`src/verilog/mfd_pkg.sv`:
```
package mfd_pkg;
   // ----------------------------------------
   // Microword layout
   // ----------------------------------------
   localparam int MW_WIDTH = 24;
   localparam int SKIP_LSB = 0;
   localparam int SPEC_LSB = 4;
   localparam int STORE_LSB = 8;
   localparam int FUNC_LSB = 12;
   localparam int SBUS_LSB = 17;
   localparam int RBUS_LSB = 21;
   localparam int DATA_W = 16;

   // ----------------------------------------
   // Field codes
   // ----------------------------------------
   localparam logic [2:0] R_A = 3'h0, R_B = 3'h1, R_Q = 3'h2, R_F = 3'h3;
   localparam logic [2:0] R_IR11_AB = 3'h4, R_ADDR_AB = 3'h5, R_DIAG_Q = 3'h6, R_NOP = 3'h7;
   localparam logic [3:0] S_INT_CODE = 4'h0, S_IO_IN = 4'h1, S_T = 4'h2, S_M = 4'h3;
   localparam logic [3:0] S_R_COPY = 4'h4, S_COUNTER = 4'h5, S_OPER_ADDR = 4'h6, S_PAIR = 4'h7;
   localparam logic [3:0] S_SP4 = 4'h8, S_SP3 = 4'h9, S_SP2 = 4'hA, S_SP1 = 4'hB;
   localparam logic [3:0] S_CONST_R = 4'hC, S_CONST_L = 4'hD, S_P = 4'hE, S_NOP = 4'hF;
   localparam logic [4:0] F_ONES_SUB = 5'h06, F_UNDEF = 5'h07, F_ADD_OVF = 5'h0A, F_ADD = 5'h0B;
   localparam logic [4:0] F_USUB_JMP0 = 5'h10, F_USUB_JMP1 = 5'h11, F_UJMP0 = 5'h12, F_UJMP1 = 5'h13;
   localparam logic [4:0] F_CJMP0 = 5'h14, F_ROT32 = 5'h17, F_ASH32 = 5'h18, F_CJMP1 = 5'h19;
   localparam logic [4:0] F_CLR_FLAG = 5'h1B, F_SET_FLAG = 5'h1C, F_CLR_OVF = 5'h1D;
   localparam logic [4:0] F_SET_OVF = 5'h1E, F_OR_PASS = 5'h1F;
   localparam logic [3:0] SP_LEFT_ONE = 4'h1, SP_RIGHT_ONE = 4'h2, SP_NOP = 4'hF, SK_NOP = 4'hF;
   localparam logic [7:0] BYTE_ZERO = 8'h00;

   // ----------------------------------------
   // Register map (byte addresses)
   // ----------------------------------------
   localparam int ADDR_W = 8;
   localparam logic [ADDR_W-1:0] OFF_MICROWORD = 8'h00, OFF_CONTROL = 8'h04, OFF_STATUS = 8'h08;
   localparam logic [ADDR_W-1:0] OFF_RBUS = 8'h0C, OFF_SBUS = 8'h10, OFF_RES_HIGH = 8'h14;
   localparam logic [ADDR_W-1:0] OFF_RES_LOW = 8'h18, OFF_JUMP = 8'h1C;
   localparam logic [1:0] RESP_OKAY = 2'h0, RESP_SLVERR = 2'h2;
   localparam int CTRL_SINGLE = 0;
   localparam logic [MW_WIDTH-1:0] MW_RESET = 24'hFFFFFF;

   // ----------------------------------------
   // Sequencer states
   // ----------------------------------------
   typedef enum logic [1:0] {ST_IDLE = 2'h0, ST_EXEC = 2'h1, ST_JUMP_NOP = 2'h3} mfd_state_t;
endpackage : mfd_pkg

```
`src/verilog/mfd_alu_shift.sv`:
```
`timescale 1ns/1ns
module mfd_alu_shift
   import mfd_pkg::*;
(
   input wire logic [4:0] fnCode,
   input wire logic [3:0] specialCode,
   input wire logic [DATA_W-1:0] rBus,
   input wire logic [DATA_W-1:0] sBus,
   input wire logic [DATA_W-1:0] lowIn,
   input wire logic addInstr,
   output logic [DATA_W-1:0] highOut,
   output logic [DATA_W-1:0] lowOut,
   output logic ovfSet,
   output logic extSet
);
   logic [DATA_W:0] sum;
   logic [DATA_W-1:0] orv;
   logic left;
   logic right;

   // Function unit with 32-bit shift paths
   always_comb begin
      sum = {1'b0, rBus} + {1'b0, sBus};
      orv = rBus | sBus;
      left = (specialCode == SP_LEFT_ONE);
      right = (specialCode == SP_RIGHT_ONE);
      highOut = orv;
      lowOut = lowIn;
      ovfSet = 1'b0;
      extSet = 1'b0;
      unique case (fnCode)
         F_ADD: highOut = sum[DATA_W-1:0];
         F_ADD_OVF: begin
            highOut = sum[DATA_W-1:0];
            ovfSet = (rBus[15] == sBus[15]) && (sum[15] != rBus[15]);
            extSet = addInstr && sum[DATA_W];
         end
         F_ONES_SUB: highOut = rBus + ~sBus;
         F_ASH32: begin
            if (left) begin
               highOut = {orv[15], orv[13:0], lowIn[15]};
               lowOut = {lowIn[14:0], 1'b0};
               ovfSet = orv[15] ^ orv[14];
            end else if (right) begin
               highOut = {orv[15], orv[15], orv[14:1]};
               lowOut = {orv[0], lowIn[15:1]};
            end
         end
         F_ROT32: begin
            if (left) begin
               highOut = {orv[14:0], lowIn[15]};
               lowOut = {lowIn[14:0], orv[15]};
            end else if (right) begin
               highOut = {lowIn[0], orv[15:1]};
               lowOut = {orv[0], lowIn[15:1]};
            end
         end
         default: highOut = orv;
      endcase
   end
endmodule : mfd_alu_shift

```
`src/verilog/mfd_source_select.sv`:
```
`timescale 1ns/1ns
module mfd_source_select
   import mfd_pkg::*;
(
   input wire logic [2:0] rCode,
   input wire logic [3:0] sCode,
   input wire logic [7:0] constByte,
   input wire logic inhibitReadP,
   input wire logic [DATA_W-1:0] regA,
   input wire logic [DATA_W-1:0] regB,
   input wire logic [DATA_W-1:0] regF,
   input wire logic [DATA_W-1:0] regQ,
   input wire logic [DATA_W-1:0] regT,
   input wire logic [DATA_W-1:0] regP,
   input wire logic [14:0] regM,
   input wire logic [DATA_W-1:0] scratch1,
   input wire logic [DATA_W-1:0] scratch2,
   input wire logic [DATA_W-1:0] scratch3,
   input wire logic [DATA_W-1:0] scratch4,
   input wire logic [DATA_W-1:0] instrReg,
   input wire logic [5:0] intCode,
   input wire logic [4:0] loopCount,
   input wire logic [DATA_W-1:0] ioBus,
   input wire logic aAddrFf,
   input wire logic bAddrFf,
   input wire logic indexMode,
   output logic [DATA_W-1:0] rBus,
   output logic [DATA_W-1:0] sBus
);
   // R-bus source
   always_comb begin
      unique case (rCode)
         R_A: rBus = regA;
         R_B: rBus = regB;
         R_Q: rBus = regQ;
         R_F: rBus = regF;
         R_IR11_AB: rBus = instrReg[11] ? regB : regA;
         R_ADDR_AB: rBus = bAddrFf ? regB : regA;
         R_DIAG_Q: rBus = (instrReg[9] && indexMode) ? regQ : '0;
         R_NOP: rBus = '0;
      endcase
   end

   // S-bus source
   always_comb begin
      unique case (sCode)
         S_INT_CODE: sBus = {10'h000, intCode};
         S_IO_IN: sBus = ioBus;
         S_T: sBus = regT;
         S_M: sBus = {1'b0, regM};
         S_R_COPY: sBus = rBus;
         S_COUNTER: sBus = {11'h000, loopCount};
         S_OPER_ADDR: sBus = {instrReg[10] ? regP[15:10] : 6'h00, instrReg[9:0]};
         S_PAIR: sBus = (aAddrFf || bAddrFf) ? rBus : regT;
         S_SP4: sBus = scratch4;
         S_SP3: sBus = scratch3;
         S_SP2: sBus = scratch2;
         S_SP1: sBus = scratch1;
         S_CONST_R: sBus = {BYTE_ZERO, constByte};
         S_CONST_L: sBus = {constByte, BYTE_ZERO};
         S_P: sBus = inhibitReadP ? '0 : regP;
         S_NOP: sBus = '0;
      endcase
   end
endmodule : mfd_source_select

```
`src/verilog/microword_field_decoder.sv`:
```
// The register addresses and the AXI4-Lite slave port were chosen for this implementation.
`timescale 1ns/1ns
// Summary of operation
// - Constant sources take microword bits 0-7 as the constant value.
// - Constant sources or jump functions suppress special and skip fields.
// - R field uses 3 bits, function 5, all other fields 4.
// - Addressable source picks A or B by flip-flops; neither gives A.
// - Instruction bit 11 picks A (zero) or B (one) on R-bus.
// - Diagnostic source gives Q only with instruction bit 9 and index mode.
// - No-operation codes drive zeros on R-bus and S-bus.
// - Operand address: instruction bits 0-9, upper bits from P if bit 10.
// - Interrupt code lands on S-bus bits 0-5.
// - Left constant on bits 8-15, right constant on bits 0-7, rest zero.
// - Loop counter lands on S-bus bits 0-4, bit 0 least significant.
// - Pair read puts chosen register on both buses, else T on S-bus.
// - T or pair read stalls until memory data ready.
// - Memory address register is 15 bits; top S-bus bit stays zero.
// - R-to-S copy and IO input sources feed the S-bus.
// - Overflow add detects overflow; extend enabled for add-to-A/B instructions.
// - Arithmetic 32-bit shift keeps sign, overflow on bits 14/15 differing.
// - Conditional jump on interrupt or halt in run, halts in single-cycle.
// - Rotate moves high bit 15 to low bit 0, or back.
// - One's complement subtract; zero S-bus decrements R-bus.
// - Flag and overflow clear functions clear their flip-flops, OR pass.
// - Jump target from bits 0-7, 17, 12, S-bus bits 0-3 ORed.
// - Every taken jump takes two cycles, second an inserted no-operation.
// - Microword is 24 bits in six fields.
module microword_field_decoder
   import mfd_pkg::*;
(
   input wire logic core_clk,
   input wire logic rst_n,
   input wire logic s_axi_awvalid,
   output logic s_axi_awready,
   input wire logic [mfd_pkg::ADDR_W-1:0] s_axi_awaddr,
   input wire logic [2:0] s_axi_awprot,
   input wire logic s_axi_wvalid,
   output logic s_axi_wready,
   input wire logic [31:0] s_axi_wdata,
   input wire logic [3:0] s_axi_wstrb,
   output logic s_axi_bvalid,
   input wire logic s_axi_bready,
   output logic [1:0] s_axi_bresp,
   input wire logic s_axi_arvalid,
   output logic s_axi_arready,
   input wire logic [mfd_pkg::ADDR_W-1:0] s_axi_araddr,
   input wire logic [2:0] s_axi_arprot,
   output logic s_axi_rvalid,
   input wire logic s_axi_rready,
   output logic [31:0] s_axi_rdata,
   output logic [1:0] s_axi_rresp,
   input wire logic [mfd_pkg::DATA_W-1:0] regA,
   input wire logic [mfd_pkg::DATA_W-1:0] regB,
   input wire logic [mfd_pkg::DATA_W-1:0] regF,
   input wire logic [mfd_pkg::DATA_W-1:0] regQ,
   input wire logic [mfd_pkg::DATA_W-1:0] regT,
   input wire logic [mfd_pkg::DATA_W-1:0] regP,
   input wire logic [14:0] regM,
   input wire logic [mfd_pkg::DATA_W-1:0] scratch1,
   input wire logic [mfd_pkg::DATA_W-1:0] scratch2,
   input wire logic [mfd_pkg::DATA_W-1:0] scratch3,
   input wire logic [mfd_pkg::DATA_W-1:0] scratch4,
   input wire logic [mfd_pkg::DATA_W-1:0] instrReg,
   input wire logic [5:0] intCode,
   input wire logic [4:0] loopCount,
   input wire logic [mfd_pkg::DATA_W-1:0] ioBus,
   input wire logic a_addressable_ff,
   input wire logic b_addressable_ff,
   input wire logic indexMode,
   input wire logic addInstr,
   input wire logic dataReady,
   input wire logic interruptPending,
   input wire logic panelHalt,
   output logic [mfd_pkg::DATA_W-1:0] resultHigh,
   output logic [mfd_pkg::DATA_W-1:0] resultLow,
   output logic [3:0] storeCode,
   output logic stepDone,
   output logic [9:0] jumpTarget,
   output logic jumpValid,
   output logic subroutineJump,
   output logic specialEnable,
   output logic skipEnable,
   output logic cpuFlag,
   output logic overflowFlag,
   output logic extendFlag,
   output logic haltReq,
   output logic stall
);
   import mfd_pkg::*;

   // --------------------------------------------------
   // Field extraction and decode
   // --------------------------------------------------
   logic [MW_WIDTH-1:0] microword_hold_reg;
   logic singleCycle;
   mfd_state_t state;
   logic [2:0] rCode;
   logic [3:0] sCode;
   logic [4:0] fnCode;
   logic [3:0] stCode;
   logic [3:0] spCode;
   logic [3:0] skCode;
   logic isJump;
   logic isCondJump;
   logic isSubJump;
   logic isConst;
   logic inhibitSpecSkip;
   logic needData;
   logic stallNow;
   logic commit;
   logic jumpGo;
   logic [DATA_W-1:0] rBus;
   logic [DATA_W-1:0] sBus;
   logic [DATA_W-1:0] lowIn;
   logic [DATA_W-1:0] aluHigh;
   logic [DATA_W-1:0] aluLow;
   logic aluOvf;
   logic aluExt;
   logic [9:0] next_jumpTarget;
   logic [DATA_W-1:0] rBusHold;
   logic [DATA_W-1:0] sBusHold;

   // Jump function codes carry two encodings each
   function automatic logic fn_is_jump(input logic [4:0] fn);
      fn_is_jump = (fn == F_UJMP0) || (fn == F_UJMP1) || (fn == F_USUB_JMP0) || (fn == F_USUB_JMP1)
         || (fn == F_CJMP0) || (fn == F_CJMP1);
   endfunction : fn_is_jump

   // Field slices of the held microword
   assign rCode = microword_hold_reg[RBUS_LSB +: 3];
   assign sCode = microword_hold_reg[SBUS_LSB +: 4];
   assign fnCode = microword_hold_reg[FUNC_LSB +: 5];
   assign stCode = microword_hold_reg[STORE_LSB +: 4];
   assign spCode = microword_hold_reg[SPEC_LSB +: 4];
   assign skCode = microword_hold_reg[SKIP_LSB +: 4];

   // Suppression, stall and jump qualification
   assign isJump = fn_is_jump(fnCode);
   assign isCondJump = (fnCode == F_CJMP0) || (fnCode == F_CJMP1);
   assign isSubJump = (fnCode == F_USUB_JMP0) || (fnCode == F_USUB_JMP1);
   assign isConst = (sCode == S_CONST_L) || (sCode == S_CONST_R);
   assign inhibitSpecSkip = isConst || isJump;
   assign needData = (sCode == S_T) || (sCode == S_PAIR);
   assign stallNow = (state == ST_EXEC) && needData && !dataReady;
   assign commit = (state == ST_EXEC) && !stallNow;
   assign jumpGo = isJump && (!isCondJump || (!singleCycle && (interruptPending || panelHalt)));
   assign lowIn = (microword_hold_reg[SPEC_LSB +: 4] == SP_LEFT_ONE) ? regQ : regA;
   assign next_jumpTarget = {microword_hold_reg[FUNC_LSB], microword_hold_reg[SBUS_LSB],
      microword_hold_reg[SPEC_LSB +: 4], microword_hold_reg[SKIP_LSB +: 4] | sBus[3:0]};

   // --------------------------------------------------
   // Datapath sources and function unit
   // --------------------------------------------------
   mfd_source_select u_src (
      .rCode(rCode),
      .sCode(sCode),
      .constByte(microword_hold_reg[7:0]),
      .inhibitReadP(isJump),
      .regA(regA),
      .regB(regB),
      .regF(regF),
      .regQ(regQ),
      .regT(regT),
      .regP(regP),
      .regM(regM),
      .scratch1(scratch1),
      .scratch2(scratch2),
      .scratch3(scratch3),
      .scratch4(scratch4),
      .instrReg(instrReg),
      .intCode(intCode),
      .loopCount(loopCount),
      .ioBus(ioBus),
      .aAddrFf(a_addressable_ff),
      .bAddrFf(b_addressable_ff),
      .indexMode(indexMode),
      .rBus(rBus),
      .sBus(sBus)
   );

   mfd_alu_shift u_alu (
      .fnCode(fnCode),
      .specialCode(spCode),
      .rBus(rBus),
      .sBus(sBus),
      .lowIn(lowIn),
      .addInstr(addInstr),
      .highOut(aluHigh),
      .lowOut(aluLow),
      .ovfSet(aluOvf),
      .extSet(aluExt)
   );

   // --------------------------------------------------
   // AXI4-Lite slave
   // --------------------------------------------------
   logic awHeld;
   logic wHeld;
   logic [ADDR_W-1:0] awAddr;
   logic [31:0] wData;
   logic [3:0] wStrb;
   logic doWrite;
   logic mwWrite;

   assign doWrite = awHeld && wHeld && !s_axi_bvalid;
   assign mwWrite = doWrite && (awAddr == OFF_MICROWORD) && (state == ST_IDLE);

   // Write address and data capture, either order
   always_ff @(posedge core_clk or negedge rst_n) begin
      if (!rst_n) begin
         awHeld <= 1'b0;
         wHeld <= 1'b0;
         awAddr <= '0;
         wData <= '0;
         wStrb <= '0;
      end else begin
         if (s_axi_awvalid && s_axi_awready) begin
            awHeld <= 1'b1;
            awAddr <= s_axi_awaddr;
         end else if (doWrite) begin
            awHeld <= 1'b0;
         end
         if (s_axi_wvalid && s_axi_wready) begin
            wHeld <= 1'b1;
            wData <= s_axi_wdata;
            wStrb <= s_axi_wstrb;
         end else if (doWrite) begin
            wHeld <= 1'b0;
         end
      end
   end

   // Ready strobes and write response
   always_ff @(posedge core_clk or negedge rst_n) begin
      if (!rst_n) begin
         s_axi_awready <= 1'b0;
         s_axi_wready <= 1'b0;
         s_axi_bvalid <= 1'b0;
         s_axi_bresp <= RESP_OKAY;
      end else begin
         s_axi_awready <= !awHeld && !(s_axi_awvalid && s_axi_awready) && !s_axi_bvalid;
         s_axi_wready <= !wHeld && !(s_axi_wvalid && s_axi_wready) && !s_axi_bvalid;
         if (doWrite) begin
            s_axi_bvalid <= 1'b1;
            if (awAddr == OFF_CONTROL || mwWrite) begin
               s_axi_bresp <= RESP_OKAY;
            end else begin
               s_axi_bresp <= RESP_SLVERR; // Busy microword or read-only/unmapped
            end
         end else if (s_axi_bready) begin
            s_axi_bvalid <= 1'b0;
         end
      end
   end

   // Software registers
   always_ff @(posedge core_clk or negedge rst_n) begin
      if (!rst_n) begin
         microword_hold_reg <= MW_RESET;
         singleCycle <= 1'b0;
      end else if (doWrite) begin
         if (mwWrite) begin
            for (int i = 0; i < 3; i++) begin
               if (wStrb[i]) begin
                  microword_hold_reg[i*8 +: 8] <= wData[i*8 +: 8];
               end
            end
         end
         if (awAddr == OFF_CONTROL && wStrb[0]) begin
            singleCycle <= wData[CTRL_SINGLE];
         end
      end
   end

   // Read channel
   always_ff @(posedge core_clk or negedge rst_n) begin
      if (!rst_n) begin
         s_axi_arready <= 1'b0;
         s_axi_rvalid <= 1'b0;
         s_axi_rdata <= '0;
         s_axi_rresp <= RESP_OKAY;
      end else begin
         s_axi_arready <= !s_axi_rvalid && !(s_axi_arvalid && s_axi_arready);
         if (s_axi_arvalid && s_axi_arready) begin
            s_axi_rvalid <= 1'b1;
            s_axi_rresp <= RESP_OKAY;
            unique case (s_axi_araddr)
               OFF_MICROWORD: s_axi_rdata <= {8'h00, microword_hold_reg};
               OFF_CONTROL: s_axi_rdata <= {31'h00000000, singleCycle};
               OFF_STATUS: s_axi_rdata <= {20'h00000, state, subroutineJump, jumpValid, skipEnable,
                  specialEnable, haltReq, extendFlag, overflowFlag, cpuFlag, stall, stepDone};
               OFF_RBUS: s_axi_rdata <= {16'h0000, rBusHold};
               OFF_SBUS: s_axi_rdata <= {16'h0000, sBusHold};
               OFF_RES_HIGH: s_axi_rdata <= {16'h0000, resultHigh};
               OFF_RES_LOW: s_axi_rdata <= {16'h0000, resultLow};
               OFF_JUMP: s_axi_rdata <= {22'h000000, jumpTarget};
               default: begin
                  s_axi_rdata <= '0;
                  s_axi_rresp <= RESP_SLVERR;
               end
            endcase
         end else if (s_axi_rready) begin
            s_axi_rvalid <= 1'b0;
         end
      end
   end

   // --------------------------------------------------
   // Step sequencer
   // --------------------------------------------------
   always_ff @(posedge core_clk or negedge rst_n) begin
      if (!rst_n) begin
         state <= ST_IDLE;
      end else begin
         unique case (state)
            ST_IDLE: if (mwWrite) state <= ST_EXEC;
            ST_EXEC: if (commit) state <= jumpGo ? ST_JUMP_NOP : ST_IDLE;
            ST_JUMP_NOP: state <= ST_IDLE;
         endcase
      end
   end

   // Committed results and pulses
   always_ff @(posedge core_clk or negedge rst_n) begin
      if (!rst_n) begin
         resultHigh <= '0;
         resultLow <= '0;
         rBusHold <= '0;
         sBusHold <= '0;
         storeCode <= SP_NOP;
         specialEnable <= 1'b0;
         skipEnable <= 1'b0;
         stepDone <= 1'b0;
         jumpValid <= 1'b0;
         subroutineJump <= 1'b0;
         jumpTarget <= '0;
         stall <= 1'b0;
      end else begin
         stall <= stallNow;
         stepDone <= commit;
         jumpValid <= commit && jumpGo;
         subroutineJump <= commit && isSubJump;
         if (commit) begin
            resultHigh <= aluHigh;
            resultLow <= aluLow;
            rBusHold <= rBus;
            sBusHold <= sBus;
            storeCode <= stCode;
            specialEnable <= !inhibitSpecSkip && (spCode != SP_NOP);
            skipEnable <= !inhibitSpecSkip && (skCode != SK_NOP);
            jumpTarget <= next_jumpTarget;
         end else if (state == ST_JUMP_NOP) begin
            storeCode <= SP_NOP;
            specialEnable <= 1'b0;
            skipEnable <= 1'b0;
         end
      end
   end

   // Processor flags, changed at commit by flag functions, overflow add and arithmetic shift; halt request cleared by microword write
   always_ff @(posedge core_clk or negedge rst_n) begin
      if (!rst_n) begin
         cpuFlag <= 1'b0;
         overflowFlag <= 1'b0;
         extendFlag <= 1'b0;
         haltReq <= 1'b0;
      end else begin
         if (commit) begin
            if (fnCode == F_CLR_FLAG) cpuFlag <= 1'b0;
            if (fnCode == F_SET_FLAG) cpuFlag <= 1'b1;
            if (fnCode == F_CLR_OVF) overflowFlag <= 1'b0;
            else if (fnCode == F_SET_OVF || aluOvf) overflowFlag <= 1'b1;
            if (aluExt) extendFlag <= 1'b1;
            if (isCondJump && singleCycle) haltReq <= 1'b1;
         end else if (mwWrite) begin
            haltReq <= 1'b0;
         end
      end
   end
endmodule : microword_field_decoder
```
`config.mk`:
```
export PLATFORM = sky130hd
export DESIGN_NAME = microword_field_decoder
export DESIGN_NICKNAME = d
export VERILOG_FILES = /design/src/verilog/mfd_pkg.sv /design/src/verilog/mfd_alu_shift.sv /design/src/verilog/mfd_source_select.sv /design/src/verilog/microword_field_decoder.sv
export SDC_FILE = /design/constraint.sdc
export NUM_CORES = 1
export LEC_CHECK = 0
export BUFFER_PORTS_ARGS = -buffer_cell sky130_fd_sc_hd__buf_4
export CAP_MARGIN = 0
export CORE_UTILIZATION = 49
export CTS_BUF_LIST = sky130_fd_sc_hd__clkbuf_8
export CTS_CLUSTER_SIZE = 14
export DETAILED_ROUTE_END_ITERATION = 8
export PLACE_DENSITY = 0.88
export SYNTH_ARGS = -nofsm -noshare
export SYNTH_HDL_FRONTEND = slang
export SYNTH_SLANG_ARGS = --single-unit
```
`constraint.sdc`:
```
create_clock -name core_clk -period 3.8 [get_ports core_clk]
set_clock_uncertainty 0.05 [all_clocks]
set_input_delay 0.38 -clock core_clk [delete_from_list [all_inputs] [get_ports core_clk]]
set_output_delay 0.38 -clock core_clk [all_outputs]
set_load 0.01 [all_outputs]
```
Word-level counts from Yosys, hierarchy flattened
Index checks and enable logic that the tools add are counted.

word-level totals
  bits in registers = 193
  word-level logic and storage cells = 220
  input port bits = 290
  output and inout bits = 97

cells by class
  reductions and logical operators = 77
  bitwise gates (word level) = 4
  equality and inequality tests = 56
  mux-type cells = 47
  add/sub/neg operators = 2

operator list
  cell                                                                    number
  16-bit one-hot mux with 16 select lines                                 1
  24-bit one-hot mux with 8 select lines                                  1
  16-bit two-way mux                                                      11
  16-bit one-hot mux with 8 select lines                                  1
  16-bit one-hot mux with 4 select lines                                  1
  5-bit equality test (second input constant)                             12
  4-bit equality test (second input constant)                             8
  8-bit by 5-bit equality test with 1-bit output (second input constant)  4
  16-bit one-hot mux with 2 select lines                                  1
  15-bit two-way mux                                                      2
  1-bit logical AND                                                       26
  1-bit two-way mux                                                       19
  16-bit by 16-bit adder with 17-bit output                               1
  16-bit adder                                                            1
  4-bit by 3-bit equality test with 1-bit output (second input constant)  4
  8-bit by 3-bit equality test with 1-bit output (second input constant)  2
  8-bit by 4-bit equality test with 1-bit output (second input constant)  2
  8-bit logical NOT                                                       2
  16-bit inverter                                                         1
  16-bit bitwise OR                                                       1
  2-bit nonzero test                                                      8
  1-bit logical OR                                                        15
  3-bit equality test (second input constant)                             4
  4-bit by 2-bit equality test with 1-bit output (second input constant)  3
  other kinds (27)                                                        55

Longest topological paths before layout
  depth in word-level cells = 15
  mapped depth = 19
  mapped depth without buffers = 16

Cells and area by module
Synthesis repeated with hierarchy kept, for this count alone.

second synthesis, totals
  cells, all modules = 1,652
  area, all modules = 14,126.0 um2

by module, submodules not included
  module                   area each (um2)  cells an instance  instances  seq. area each (um2)
  microword_field_decoder  8,144.1          762                1          4,614.4
  mfd_alu_shift            3,193.1          488                1          0.0
  mfd_source_select        2,788.9          402                1          0.0

Worst setup path before layout
No wires, ideal clock.

  path kind = register -> register
  from = reg microword_hold_reg[19]
  to = reg resultHigh[14] (netlist bit)
  library setup time = 0.122 ns
  buffers on the path = 1
  path slack = -0.286 ns
  stages on the path, launching flop included = 17
  clock period less this slack = 4.086 ns
  data required time = 3.628 ns
  arrival = 3.915 ns
  path through = dfstp_2 > buf_4 > and4b_1 > a222oi_1 > nand3_1 > a221o_1 > o32a_1 > ha_1 > inv_1 > fa_1 > o21bai_1 > a21o_1 > a2111oi_0 > o41a_1 > nor3_1 > a211o_1 > a32o_1

between the ends
  elaborated cells on any way between the ends = 31
  those cells by class = add/sub: 2; eq/ne: 15; mux: 6; bitwise: 2; reduce/logical: 6

RTL lines
  element                                            line                            text
  start, declared                                    microword_field_decoder.sv:94   logic [MW_WIDTH-1:0] microword_hold_reg;
  start signal, assigned by index                    microword_field_decoder.sv:265  microword_hold_reg[i*8 +: 8] <= wData[i*8 +: 8];
  4-bit equality test, or another cell as far along  mfd_source_select.sv:46         unique case (sCode)
  16-bit one-hot mux with 16 select lines *          mfd_source_select.sv:46
  named net sBus[0]                                  microword_field_decoder.sv:113  logic [DATA_W-1:0] sBus;
  16-bit inverter                                    mfd_alu_shift.sv:38             F_ONES_SUB: highOut = rBus + ~sBus;
  16-bit adder                                       mfd_alu_shift.sv:38
  16-bit one-hot mux with 4 select lines *           mfd_alu_shift.sv:31             unique case (fnCode)
  end signal, assigned                               microword_field_decoder.sv:344  resultHigh <= aluHigh;
  end, declared                                      microword_field_decoder.sv:74   output logic [mfd_pkg::DATA_W-1:0] resultHigh,

Mark *: on every way through the listed nets, which the timed path passes. The rest lies on a longest branch.
A chain may end at the register's enable or synchronous reset.

Worst setup path after layout
  from = reg microword_hold_reg[23]
  to = reg resultHigh[15] (netlist bit)

between the ends
  elaborated cells on any way between the ends = 18
  those cells by class = add/sub: 2; eq/ne: 7; mux: 6; bitwise: 2; reduce/logical: 1

RTL lines
  element                                            line                            text
  3-bit equality test, or another cell as far along  mfd_source_select.sv:32         unique case (rCode)
  16-bit one-hot mux with 8 select lines *           mfd_source_select.sv:32
  named net rBus[8]                                  microword_field_decoder.sv:112  logic [DATA_W-1:0] rBus;
  16-bit two-way mux                                 mfd_source_select.sv:54         S_PAIR: sBus = (aAddrFf || bAddrFf) ? rBus : regT;
  16-bit one-hot mux with 16 select lines *          mfd_source_select.sv:46
  named net sBus[8]                                  microword_field_decoder.sv:113
  16-bit inverter                                    mfd_alu_shift.sv:38
  16-bit adder                                       mfd_alu_shift.sv:38
  16-bit one-hot mux with 4 select lines *           mfd_alu_shift.sv:31

Marked as above.

==> summary.txt <==
Placement
  – Placed insts: 2287
  – HPWL Detailed: roughly 46 mm
  – Port Buf Inserts: roughly 360
  – Routability Congestion: approximately 1
  – Placed cell areas: around 18000 um^2

Synth
  – Top_reg_cell synth: dfrtp_1
  – Seq/Total Area, Yosys: 0.3607
  – Post-Syn Instances: between 1000 and 1500
  – Avg Inst Size Synth: approximately 8.9 um^2
  – Area share of the largest cell type after synthesis: 0.3032
  – Yosys cell types: 93
  – Yosys reg bits: between 150 and 200
  – EDFF count, synth: 0
  – Dominant cell type by area after synthesis: dfrtp_1
  – Netlist Area Pre-Place: around 13000 um^2
  – Synth top area cells: dfrtp_1 (30%), dfstp_2 (5.8%), nand2_1 (5.6%), ha_1 (4.6%), mux2_2 (4.6%)
  – Syn. warnings: 0
  – Asr flop ratio synth: 1.000

STA
  – Final setup margin: -547.1 ps
  – Fmax: ~230 MHz
  – Slew @ Worst Pin: roughly 1100 ps
  – Setup TNS: -4016 ps
  – Min Tclk post-route: 4347 ps
  – Final Hold Vio Count: 0
  – Max-slew headroom: 0.2970
  – Slew Limit Fails: 0
  – RSZ-0062 raised after global routing: true
  – Final worst-path cycle share: 1.144
  – Final setup viols: 13

Worst setup path
  – FF-to-FF path depth: 17
  – Critical Path Slowest Stage Cell: dfstp_2
  – CP max FO: 5
  – Worst flop-to-flop path startpoint: microword_hold_reg[23]
  – CP delay by family, top: compound AO/OA/AOI/OAI gates
  – CP required: a little over 4000 ps
  – Reg2reg setup slack: -550 ps
  – RR Endpoint: resultHigh[15]
  – Setup crit start kind: register
  – Worst setup EP type: register
  – Crit path launch: microword_hold_reg[23]
  – CP max stage delay: approximately 600 ps
  – Worst path cell trace: a21boi_4 -> nor2_4 -> a222oi_1 -> buf_4 -> a21boi_4 -> inv_2 -> a221o_1 -> inv_2 -> ha_4 -> or3_4 -> nor3_4 -> o31ai_4 -> a311o_1 -> a21oi_4 -> buf_4 -> o21a_1 -> o32ai_2
  – CP arrival: 4670 ps
  – Crit Path Category: reg2reg
  – Buf/Inv on CP: 4

Global routing
  – Most Used Layer, Global Route: met2
  – Routing usage on met3: 0.1199
  – Met2 Track Usage GR: 0.6897
  – Largest net degree at the start of global routing: 120
  – Tot GR Track Use: 0.4382
  – First-pass GRT wire length: roughly 87 mm
  – Grt total ovfl: 0
  – Vias in the first global route: around 15000
  – Met1 usage: 0.5315
  – Initial antenna violation count: 4

Routing
  – Antenna Nets Post-Route: 0
  – Vias per std cell: 6.464
  – Residual DRC: 0
  – Initial DRC Count: roughly 2300
  – Via count: about 15000
  – Detail-routed net length per standard cell: 24.90 um
  – Overall routed net length: a little under 60 mm
  – Initial DRT Pass Iterations: 7

Finish
  – Cell Count, Final, Fillers Out: around 2400
  – Layout cells sized above 1: 0.4472
  – Most common cell after layout, fill and taps aside: buf_4
  – Utilization after layout: 0.7450
  – Layout Nets: 2370
  – Post-route cell area: around 19000 um^2
  – Layout area overhead: 47.90%
  – Commonest non-fill, non-tap cells in the layout: buf_4 (643), nand2_1 (188), dfrtp_1 (155)

Run status
  – Failing checks: negative setup slack
  – Outcome: finished, violations left

Clocking
  – Clock Path Buffers: 2
  – Worst-Skew Late Latency: approximately 490 ps
  – CTS Buf Count: 17
  – CTS clock-pin slew for the worst setup and hold paths: approximately 120 ps
  – Sink Count: between 150 and 200
  – Clock root buffer: clkbuf_8
  – TritonCTS clock tree: done
  – H-tree depth: 4

Run
  – Max-Cap Viols: 0

Floorplanning
  – Rows: 58
  – Die W: between 150 and 200 um
  – Top-level port count: 387
  – Initial Util: 0.5037
  – Die Ht: 163.6 um
  – Core box area: around 25000 um^2
  – Die area: 26760 um^2

Pwr
  – Static leakage: roughly 8.9 nW
  – Power consumption: about 9.7 mW
  – Pwr/cell area: around 510 nW/um^2
  – Maximum VDD drop: 0.0003216 V

Min path
  – Hold EP: s_axi_bvalid
  – Min-delay worst type: in2reg
  – Hold path cells: 2
  – HP Start: s_axi_bready
[per-stage QoR]
stage / worst slack [ps] / hold WS (ps)
floorplan: -148.9 / 34.41
global placement: -399.6 / 387.3
detailed placement: -512.9 / 390.3
CTS: -330.0 / 8.505
global route: -627.8 / 0.1831
finish: -547.1 / 11.10
[routing by layer]
layer  part of all wire  up-vias
li1                   -     6576
met1               0.36     7355
met2               0.45     1109
met3               0.11      308
met4              0.076        4
met5            0.00037        -
[kinds of logic (layout without fill, tap and decap cells)]
| group | count (synthesis) | in the layout | synth area share |
|---|---|---|---|
| and+or+nand+nor | 437 | 437 | 0.1624 |
| DFF | 183 | 183 | 0.3607 |
| muxes | 91 | 91 | 0.07863 |
| adders and majority gates | 49 | 49 | 0.04910 |
| AOI/OAI and AO/OA | 508 | 508 | 0.2882 |
| buffers and inverters | 173 | 763 | 0.05858 |
| other | 1 | 11 | 0.0002931 |
| xor gates and xnor gates | 3 | 3 | 0.002054 |
[power by group]
group,switching (mW),internal [mW],total [mW]
Clock,0.843,0.491,1.33
Combinational,2.66,2.55,5.21
Sequential,0.575,2.58,3.16
[worst max-delay path by stage]
stage               cells after the start             end
floorplan                              17    overflowFlag
global placement                       15  resultHigh[14]
detailed placement                     15  resultHigh[14]
CTS                                    17    overflowFlag
global route                           18  resultHigh[15]
finish                                 17  resultHigh[15]
[timing repair]
item / CTS / global route
hold buffers: 1 / 0
setup buffers: 47 / 8
gates resized for setup: 79 / 41
endpoints found under the hold margin: 15 / 0
pin swaps: 62 / 25
endpoints found under the setup margin: 13 / 15
[synthesized netlist by cell type, drive strengths merged (5+ instances only)]
cell type,instances
o22ai,35
a21oi,84
inv,61
mux2i,18
o221ai,9
o21bai,7
nand2,193
nor3b,6
a31oi,13
or3,5
mux2,73
nand3b,5
a222oi,32
nand2b,17
dfrtp,155
buf,51
o32ai,6
a21boi,7
a221o,21
clkbuf,61
dfstp,28
a22oi,30
nand3,21
nand4,8
nor4,6
nor2b,15
nor2,96
or2,5
and3,7
a22o,20
o211ai,8
a221oi,26
nor4b,6
nor3,27
a21o,18
a211o,9
a211oi,17
ha,47
o21ai,121
[area by class of cell]
cell class                      instances  area (um^2)
Multi-Input combinational cell       1098         8065
Fill cell                            1857         6477
Timing Repair Buffer                  670         5204
Sequential cell                       183         4614
Tap cell                              330        412.9
Clock buffer                           17        234.0
Inverter                               61        229.0
Clock inverter                         15        160.2
Antenna cell                            1        2.502
Note: power is estimated with default switching activity, not from simulation.
